**src/hdl/pas_pkg.sv**
```systemverilog
// package: offsets, field positions and reset values of the phy autoneg/special register bank
package pas_pkg;
  localparam logic [11:0] OFS_ADVERTISE = 12'h060;
  localparam logic [11:0] OFS_PARTNER = 12'h062;
  localparam logic [11:0] OFS_PHY1_SPECIAL = 12'h066;
  localparam logic [11:0] OFS_PHY2_SPECIAL = 12'h06a;

  localparam int POS_PAUSE = 10;
  localparam int POS_ABIL_HI = 8;
  localparam int POS_ABIL_LO = 5;
  localparam int POS_POLARITY = 5;
  localparam int POS_MDIX = 4;
  localparam int POS_FORCE_LINK = 3;
  localparam int POS_EEE_OFF = 2;
  localparam int POS_NEAR_LOOP = 1;

  localparam logic [4:0] SELECTOR_VAL = 5'h01;
  localparam logic [4:0] ADV_RESET = 5'h1f;
  localparam logic [4:0] PARTNER_RESET = 5'h00;
  localparam logic [2:0] SPECIAL_RESET = 3'h2;

  // pause at bit 4, then 100fd, 100hd, 10fd, 10hd down to bit 0
  typedef struct packed {
    logic pause;
    logic [3:0] abil;
  } pas_abil_t;

  typedef struct packed {
    logic force_link;
    logic eee_off;
    logic near_loop;
  } pas_special_t;

  typedef struct packed {
    logic polarity_rev;
    logic mdix;
  } pas_phy_stat_t;

  typedef struct packed {
    logic wr;
    logic rd;
    logic [11:0] addr;
    logic [15:0] wdata;
  } pas_req_t;
endpackage : pas_pkg

```
**src/hdl/pas_phy_special.sv**
```systemverilog
// one phy special control/status register: control bits plus live status
`timescale 1ns/1ps
`default_nettype none
module pas_phy_special (
  input wire logic clock,
  input wire logic rstn,
  input wire logic wr_en,
  input wire logic [15:0] wdata,
  input wire pas_pkg::pas_phy_stat_t stat_sync,
  output pas_pkg::pas_special_t ctrl,
  output logic [15:0] rdata
);
  import pas_pkg::*;

  typedef struct packed {
    pas_special_t ctrl;
  } pas_spc_state_t;

  pas_spc_state_t st_r;
  pas_spc_state_t st_nxt;

  always_comb begin
    st_nxt = st_r;
    if (wr_en) begin
      st_nxt.ctrl.force_link = wdata[POS_FORCE_LINK];
      st_nxt.ctrl.eee_off = wdata[POS_EEE_OFF];
      st_nxt.ctrl.near_loop = wdata[POS_NEAR_LOOP];
    end
  end

  always_ff @(posedge clock) begin
    if (!rstn) begin
      st_r.ctrl <= SPECIAL_RESET;
    end else begin
      st_r <= st_nxt;
    end
  end

  assign ctrl = st_r.ctrl;

  // bit 0 is documented writable but does nothing; kept reading zero
  always_comb begin
    rdata = 16'h0000;
    rdata[POS_POLARITY] = stat_sync.polarity_rev;
    rdata[POS_MDIX] = stat_sync.mdix;
    rdata[POS_FORCE_LINK] = st_r.ctrl.force_link;
    rdata[POS_EEE_OFF] = st_r.ctrl.eee_off;
    rdata[POS_NEAR_LOOP] = st_r.ctrl.near_loop;
  end

  a_ctrl_write: assert property (@(posedge clock) disable iff (!rstn)
    wr_en |=> ctrl == $past({wdata[POS_FORCE_LINK], wdata[POS_EEE_OFF], wdata[POS_NEAR_LOOP]}))
    else $error("special control bits did not take the write");
  a_ctrl_hold: assert property (@(posedge clock) disable iff (!rstn)
    !wr_en |=> $stable(ctrl))
    else $error("special control changed without a write");
  a_status_ro: assert property (@(posedge clock) disable iff (!rstn)
    rdata[POS_MDIX] == stat_sync.mdix && rdata[15:6] == 10'h000)
    else $error("special status bits wrong");
endmodule : pas_phy_special
`default_nettype wire

```
**src/hdl/pas_regs.sv**
```systemverilog
// register bank: port 2 advertisement, partner ability and both phy special registers
//
// Summary of operation
// - advertise pause bit 10, rw, reset 1
// - bits 8..5 speed/duplex advertise, rw, reset 1
// - next page, fault, reserved zero; selector 0x01
// - partner ability read-only, cleared at reset
// - partner bits mirror port 2 status
// - partner np/ack/fault zero; low bits 0x01
// - bit 5 reports reversed receive polarity
// - bit 4 reports mdi or mdi-x
// - bit 3 forces link pass, reset 0
// - bit 2 disables 10base-te, reset 1
// - bit 1 enables near-end loopback, reset 0
`timescale 1ns/1ps
`default_nettype none
module pas_regs (
  input wire logic clock,
  input wire logic rstn,
  input wire pas_pkg::pas_req_t req,
  output logic [15:0] rdata,
  output logic rvalid,
  input wire logic cr4_wr,
  input wire logic [4:0] cr4_wdata,
  output pas_pkg::pas_abil_t port2_control_four,
  input wire pas_pkg::pas_abil_t partner_abil_in,
  input wire logic partner_abil_load,
  output pas_pkg::pas_abil_t port2_status_reg,
  input wire pas_pkg::pas_phy_stat_t phy1_stat_in,
  input wire pas_pkg::pas_phy_stat_t phy2_stat_in,
  output pas_pkg::pas_special_t phy1_ctrl,
  output pas_pkg::pas_special_t phy2_ctrl
);
  import pas_pkg::*;

  typedef struct packed {
    pas_abil_t adv;
    pas_abil_t partner;
    pas_phy_stat_t p1_s1;
    pas_phy_stat_t p1_s2;
    pas_phy_stat_t p2_s1;
    pas_phy_stat_t p2_s2;
    logic [15:0] rdata;
    logic rvalid;
  } pas_state_t;

  pas_state_t st_r;
  pas_state_t st_nxt;
  logic [15:0] p1_rdata;
  logic [15:0] p2_rdata;

  function automatic logic hit(input logic [11:0] a, input logic [11:0] ofs);
    hit = (a == ofs);
  endfunction : hit

  function automatic logic [15:0] pack_abil(input pas_abil_t v);
    pack_abil = 16'h0000;
    pack_abil[POS_PAUSE] = v.pause;
    pack_abil[POS_ABIL_HI:POS_ABIL_LO] = v.abil;
    pack_abil[4:0] = SELECTOR_VAL;
  endfunction : pack_abil

  always_comb begin
    st_nxt = st_r;
    // status pins come from the phy analog domain; two flops before use
    st_nxt.p1_s1 = phy1_stat_in;
    st_nxt.p1_s2 = st_r.p1_s1;
    st_nxt.p2_s1 = phy2_stat_in;
    st_nxt.p2_s2 = st_r.p2_s1;
    // host write wins over control-four write in the same cycle: last writer
    if (cr4_wr) begin
      st_nxt.adv = cr4_wdata;
    end
    if (req.wr && hit(req.addr, OFS_ADVERTISE)) begin
      st_nxt.adv.pause = req.wdata[POS_PAUSE];
      st_nxt.adv.abil = req.wdata[POS_ABIL_HI:POS_ABIL_LO];
    end
    if (partner_abil_load) begin
      st_nxt.partner = partner_abil_in;
    end
    st_nxt.rvalid = req.rd;
    st_nxt.rdata = 16'h0000;
    if (req.rd) begin
      if (hit(req.addr, OFS_ADVERTISE)) begin
        st_nxt.rdata = pack_abil(st_r.adv);
      end else if (hit(req.addr, OFS_PARTNER)) begin
        st_nxt.rdata = pack_abil(st_r.partner);
      end else if (hit(req.addr, OFS_PHY1_SPECIAL)) begin
        st_nxt.rdata = p1_rdata;
      end else if (hit(req.addr, OFS_PHY2_SPECIAL)) begin
        st_nxt.rdata = p2_rdata;
      end
    end
  end

  always_ff @(posedge clock) begin
    if (!rstn) begin
      st_r.adv <= ADV_RESET;
      st_r.partner <= PARTNER_RESET;
      st_r.p1_s1 <= 2'h0;
      st_r.p1_s2 <= 2'h0;
      st_r.p2_s1 <= 2'h0;
      st_r.p2_s2 <= 2'h0;
      st_r.rdata <= 16'h0000;
      st_r.rvalid <= 1'b0;
    end else begin
      st_r <= st_nxt;
    end
  end

  pas_phy_special u_phy1 (
    .clock(clock),
    .rstn(rstn),
    .wr_en(req.wr && hit(req.addr, OFS_PHY1_SPECIAL)),
    .wdata(req.wdata),
    .stat_sync(st_r.p1_s2),
    .ctrl(phy1_ctrl),
    .rdata(p1_rdata)
  );

  pas_phy_special u_phy2 (
    .clock(clock),
    .rstn(rstn),
    .wr_en(req.wr && hit(req.addr, OFS_PHY2_SPECIAL)),
    .wdata(req.wdata),
    .stat_sync(st_r.p2_s2),
    .ctrl(phy2_ctrl),
    .rdata(p2_rdata)
  );

  assign port2_control_four = st_r.adv;
  assign port2_status_reg = st_r.partner;
  assign rdata = st_r.rdata;
  assign rvalid = st_r.rvalid;

  a_adv_write: assert property (@(posedge clock) disable iff (!rstn)
    req.wr && hit(req.addr, OFS_ADVERTISE) |=>
      port2_control_four == $past({req.wdata[POS_PAUSE], req.wdata[8:5]}))
    else $error("advertise write not seen in control four");
  a_adv_read: assert property (@(posedge clock) disable iff (!rstn)
    req.rd && hit(req.addr, OFS_ADVERTISE) && !cr4_wr && !req.wr |=>
      rdata == {5'h00, port2_control_four.pause, 1'b0, port2_control_four.abil, 5'h01})
    else $error("advertise readback wrong");
  a_partner_mirror: assert property (@(posedge clock) disable iff (!rstn)
    req.rd && hit(req.addr, OFS_PARTNER) && !partner_abil_load |=>
      rdata[10] == port2_status_reg.pause && rdata[8:5] == port2_status_reg.abil)
    else $error("partner bits differ from status");
  a_partner_fixed: assert property (@(posedge clock) disable iff (!rstn)
    $past(req.rd) && $past(hit(req.addr, OFS_PARTNER)) |->
      rdata[15:11] == 5'h00 && rdata[9] == 1'b0 && rdata[4:0] == 5'h01)
    else $error("partner fixed bits wrong");
  a_partner_load: assert property (@(posedge clock) disable iff (!rstn)
    partner_abil_load |=> port2_status_reg == $past(partner_abil_in))
    else $error("partner ability not loaded");
  // raw pin seen two flops plus one read cycle earlier
  a_polarity_sync: assert property (@(posedge clock) disable iff (!rstn)
    req.rd && hit(req.addr, OFS_PHY2_SPECIAL) |=>
      rdata[POS_POLARITY] == $past(phy2_stat_in.polarity_rev, 3))
    else $error("polarity status readback wrong");
  a_phy1_loop: assert property (@(posedge clock) disable iff (!rstn)
    req.wr && hit(req.addr, OFS_PHY1_SPECIAL) |=>
      phy1_ctrl.near_loop == $past(req.wdata[POS_NEAR_LOOP]))
    else $error("phy1 loopback write lost");
  a_phy_isolate: assert property (@(posedge clock) disable iff (!rstn)
    req.wr && hit(req.addr, OFS_PHY1_SPECIAL) |=>
      $stable(phy2_ctrl))
    else $error("phy1 write disturbed phy2 control");
  a_phy2_eee: assert property (@(posedge clock) disable iff (!rstn)
    req.wr && hit(req.addr, OFS_PHY2_SPECIAL) |=>
      phy2_ctrl.eee_off == $past(req.wdata[POS_EEE_OFF]))
    else $error("phy2 eee write lost");
  a_unmapped_zero: assert property (@(posedge clock) disable iff (!rstn)
    req.rd && !hit(req.addr, OFS_ADVERTISE) && !hit(req.addr, OFS_PARTNER)
      && !hit(req.addr, OFS_PHY1_SPECIAL) && !hit(req.addr, OFS_PHY2_SPECIAL)
      |=> rvalid && rdata == 16'h0000)
    else $error("unmapped read not zero");

  a_reset_values: assert property (@(posedge clock)
    !rstn |=> port2_control_four == ADV_RESET && port2_status_reg == PARTNER_RESET
      && phy1_ctrl == SPECIAL_RESET && phy2_ctrl == SPECIAL_RESET && !rvalid)
    else $error("register reset values wrong");
  a_adv_fixed: assert property (@(posedge clock) disable iff (!rstn)
    $past(req.rd) && $past(hit(req.addr, OFS_ADVERTISE)) |->
      rdata[15:11] == 5'h00 && rdata[9] == 1'b0 && rdata[4:0] == SELECTOR_VAL)
    else $error("advertise fixed bits wrong");
  a_cr4_alias: assert property (@(posedge clock) disable iff (!rstn)
    cr4_wr && !(req.wr && hit(req.addr, OFS_ADVERTISE)) |=>
      port2_control_four == $past(cr4_wdata))
    else $error("control four write not seen in advertise");
  a_adv_hold: assert property (@(posedge clock) disable iff (!rstn)
    !cr4_wr && !(req.wr && hit(req.addr, OFS_ADVERTISE)) |=>
      $stable(port2_control_four))
    else $error("advertise bits changed without a write");
  a_partner_hold: assert property (@(posedge clock) disable iff (!rstn)
    !partner_abil_load |=> $stable(port2_status_reg))
    else $error("partner ability changed without a load");
  a_read_latency: assert property (@(posedge clock) disable iff (!rstn)
    req.rd |=> rvalid)
    else $error("read answer missing");
  a_idle_quiet: assert property (@(posedge clock) disable iff (!rstn)
    !req.rd |=> !rvalid && rdata == 16'h0000)
    else $error("read data shown without a read");
  a_phy1_force: assert property (@(posedge clock) disable iff (!rstn)
    req.wr && hit(req.addr, OFS_PHY1_SPECIAL) |=>
      phy1_ctrl.force_link == $past(req.wdata[POS_FORCE_LINK]))
    else $error("phy1 force link write lost");
  a_phy2_loop: assert property (@(posedge clock) disable iff (!rstn)
    req.wr && hit(req.addr, OFS_PHY2_SPECIAL) |=>
      phy2_ctrl.near_loop == $past(req.wdata[POS_NEAR_LOOP]))
    else $error("phy2 loopback write lost");
  a_phy1_eee: assert property (@(posedge clock) disable iff (!rstn)
    req.wr && hit(req.addr, OFS_PHY1_SPECIAL) |=>
      phy1_ctrl.eee_off == $past(req.wdata[POS_EEE_OFF]))
    else $error("phy1 eee write lost");
  a_status_sync: assert property (@(posedge clock) disable iff (!rstn)
    st_r.p1_s2 == $past(phy1_stat_in, 2))
    else $error("phy1 status synchroniser delay wrong");
  a_special_reserved: assert property (@(posedge clock) disable iff (!rstn)
    $past(req.rd) && ($past(hit(req.addr, OFS_PHY1_SPECIAL))
      || $past(hit(req.addr, OFS_PHY2_SPECIAL))) |-> rdata[15:6] == 10'h000 && !rdata[0])
    else $error("special reserved bits not zero");
endmodule : pas_regs
`default_nettype wire

```
**config.mk**
```make
export PLATFORM = sky130hd
export DESIGN_NAME = pas_regs
export DESIGN_NICKNAME = d
export VERILOG_FILES = /design/src/hdl/pas_pkg.sv /design/src/hdl/pas_phy_special.sv /design/src/hdl/pas_regs.sv
export SDC_FILE = /design/constraint.sdc
export NUM_CORES = 1
export LEC_CHECK = 0
export ABC_AREA = 0
export ABC_CLOCK_PERIOD_IN_PS = 4600
export BUFFER_PORTS_ARGS = -buffer_cell sky130_fd_sc_hd__buf_2
export CAP_MARGIN = 10
export CORE_MARGIN = 5
export CORE_UTILIZATION = 54
export DETAILED_ROUTE_END_ITERATION = 12
export PLACE_DENSITY = 0.88
export SLEW_MARGIN = 20
export SYNTH_ARGS = -nofsm -noshare
export SYNTH_HDL_FRONTEND = slang
export SYNTH_HIERARCHICAL = 1
export SYNTH_SLANG_ARGS = --single-unit
```
**constraint.sdc**
```tcl
create_clock -name clock -period 4.6 [get_ports clock]
set_input_delay 0.69 -clock clock [delete_from_list [all_inputs] [get_ports clock]]
set_output_delay 0.69 -clock clock [all_outputs]
set_load 0.01 [all_outputs]
```
==> results.sh <==
export IMPL_htreeDepth=2
export IMPL_clk_path_buf_depth=2
export IMPL_max_slew_margin=0.462
export IMPL_num_vias=1449
export IMPL_seq_area_um2=821
export IMPL_yosysSeqAreaShare=0.369
export IMPL_first_global_vias=1436
export IMPL_holdPathStages=1
export IMPL_grt_max_degree=32
export IMPL_final_hold_violation_count=0
export IMPL_power_density_nw_per_um2=316
export IMPL_die_width_um=74.2
export IMPL_antenna_found_initial=0
export IMPL_root_buffer="clkbuf_8"
export IMPL_n_fill_cell=363
export IMPL_drt_iter0_drc=60
export IMPL_fin_ws_ns=2.45
export IMPL_drc=0
export IMPL_final_area_um2=2360
export IMPL_grt_pass1_wl_um=6470
export IMPL_grt_overflow=0
export IMPL_dp_cells=304
export IMPL_fin_util=0.589
export IMPL_preCtsSetupSlack_ns=2.16
export IMPL_critPathKind="input port to register"
export IMPL_largest_reg_flops=16
export IMPL_grt_use_total=0.155
export IMPL_drv_cap=0
export IMPL_multi_input_area_um2=988
export IMPL_drt_pre_antenna_iters=4
export IMPL_antenna_cells=0
export IMPL_hold_end="st_r[17]"
export IMPL_std_cell_rows=23
export IMPL_r2r_end="port2_control_four[2]"
export IMPL_nets=309
export IMPL_drive_gt1_frac=0.366
export IMPL_fp_coreArea_um2=4000
export IMPL_worstHoldPathType="register to register"
export IMPL_vias_per_cell=4.64
export IMPL_ant_nets=0
export IMPL_worstPathCellList="buf_2 -> nor2b_1 -> and4_1 -> mux2i_1 -> nand2_1"
export IMPL_cts_repair_resized=0
export IMPL_clkSlewWorstSetupHoldPaths_ns=0.07
export IMPL_finalCritPeriodShare=0.467
export IMPL_wl_um=3960
export IMPL_die_area_um2=5510
export IMPL_fin_skew_ns=0.0103
export IMPL_fin_cells=312
export IMPL_reg2reg_slack_ns=3.67
export IMPL_die_h_um=74.2
export IMPL_slowest_stage="nor2b_1"
export IMPL_cts_buffers=5
export IMPL_r2r_start="port2_control_four[2]"
export IMPL_clk_latency_ns=0.29
export IMPL_comb_power_share=0.102
export IMPL_syn_instance_count=231
export IMPL_hold_slack_ns=0.439
export IMPL_crit_start="req[19]"
export IMPL_setup_tns_ns=0
export IMPL_place_hpwl_um=3030
export IMPL_hp_start="st_nxt[17]"
export IMPL_rsz0062_at_grt="false"
export IMPL_finalMaxSlewViolations=0
export IMPL_fmax_mhz=465
export IMPL_leakagePower_nw=1.10
export IMPL_worstMarginPinSlew_ns=0.805
export IMPL_initial_core_util=0.556
export IMPL_critPathArrivalTime_ns=2.31
export IMPL_peakVddDrop_mv=0.184
export IMPL_crit_fanout=16
export IMPL_io_pins=81
export IMPL_synth_area_um2=2230
export IMPL_total_power_mw=0.744
export IMPL_status="complete, no violations"
export IMPL_finalSetupViolations=0
export IMPL_wl_per_cell_um=12.7
export IMPL_cts_sinks=41
export IMPL_post_cts_buffers=0
export IMPL_avgSynthCellArea_um2=9.64
export IMPL_start_kind="input port"
export IMPL_synth_cell_types=26
export IMPL_p_sw_frac=0.223
export IMPL_seqPwrFrac=0.495
export IMPL_placed_cell_area_um2=2240
export IMPL_area_growth_pct=5.85
export IMPL_cp_slowest_stage_delay_ns=0.69
export IMPL_critPathCaptureType="register"
export IMPL_gp_congestion=0.816
export IMPL_worstPathRequired_ns=4.76
export IMPL_yosysWarnings=6
export IMPL_clock_power_share=0.403
export IMPL_intPower_mw=0.578
export IMPL_fin_crit_ns=2.15
export IMPL_reg2reg_depth=3
export IMPL_tritoncts="built"
export IMPL_synth_seq_cells=41
export IMPL_power_switching_mw=0.166
export IMPL_port_buffers=72
export IMPL_holdBufCountCts=0
[synth_stat cells (all sizes together)]
| library cell | n | area [µm²] |
|---|---|---|
| nand2 | 12 | 45.0 |
| and4 | 2 | 17.5 |
| inv | 1 | 3.75 |
| or4b | 4 | 47.6 |
| a22oi | 10 | 75.1 |
| a21oi | 6 | 52.6 |
| and3b | 10 | 87.6 |
| dfxtp | 41 | 821 |
| nor2 | 11 | 43.8 |
| nor3 | 1 | 5.00 |
| mux2i | 16 | 160 |
| nor4 | 1 | 21.3 |
| o21ai | 6 | 30.0 |
| or4 | 1 | 11.3 |
| nand2b | 5 | 31.3 |
| o2111ai | 1 | 8.76 |
| and2 | 9 | 56.3 |
| conb | 2 | 7.51 |
| buf | 60 | 454 |
| nor2b | 13 | 81.3 |
| clkbuf | 9 | 33.8 |
| mux2 | 10 | 131 |
[area by class of cell]
class                      count  area share
multi-input combinational    140       0.420
sequential                    41       0.348
timing repair buffer          72       0.153
clock buffer                   6      0.0351
tap                           50      0.0266
clock inverter                 2      0.0159
inverter                       1     0.00159
[how the worst max path moves through the flow]
stage,slack (ns),endpoint
4_1_cts,2.46,u_phy2/ctrl[1]
6_report,2.45,u_phy2/ctrl[1]
3_5_place_dp,2.16,u_phy2/ctrl[1]
2_1_floorplan,2.44,port2_control_four[0]
3_3_place_gp,2.23,u_phy1/ctrl[1]
5_1_grt,2.31,u_phy2/ctrl[1]
[power groups by stage]
stage | combinational, mW | clock (mW) | sequential, mW
finish | 0.0758 | 0.300 | 0.369
global route | 0.0847 | 0.322 | 0.370
global placement | 0.0738 | 0 | 0.377
CTS | 0.0758 | 0.306 | 0.369
floorplan | 0.0678 | 0 | 0.375
detailed placement | 0.0755 | 0 | 0.377
[per-layer routing]
metal  up-vias  GRT usage  part of all wire
li1        752          -                 -
met1       650      0.187              0.44
met2        40      0.263              0.48
met3         7     0.0284             0.065
met4         0     0.0785             0.019
met5         -          0                 0
[critical path, delay by kind of cell]
family                 cells  cell delay [ns]
buffers and inverters      1             0.22
AND/OR/NAND/NOR            3             1.17
multiplexers               1             0.23
[cell families after synthesis]
group / Yosys count / share of synthesized area
mux: 26 / 0.131
simple gates: 69 / 0.201
other cells: 2 / 0.00337
compound gates: 23 / 0.0748
buf+inv: 70 / 0.221
flops: 41 / 0.369
[cells in the final DEF, fill, tap and decap left out, drive strengths merged, types with 2 or more instances in the layout]
master  netlist  routed
nor2b        13      13
or4b          4       4
mux2i        16      16
nor2         11      11
a21oi         6       6
o21ai         6       6
and3b        10      10
conb          2      22
clkbuf        9       6
and4          2       2
and2          9       9
dfxtp        41      41
buf          60      72
mux2         10      10
nand2        12      12
a22oi        10      10
nand2b        5       5
No activity file was read; power rests on OpenSTA's default activity.
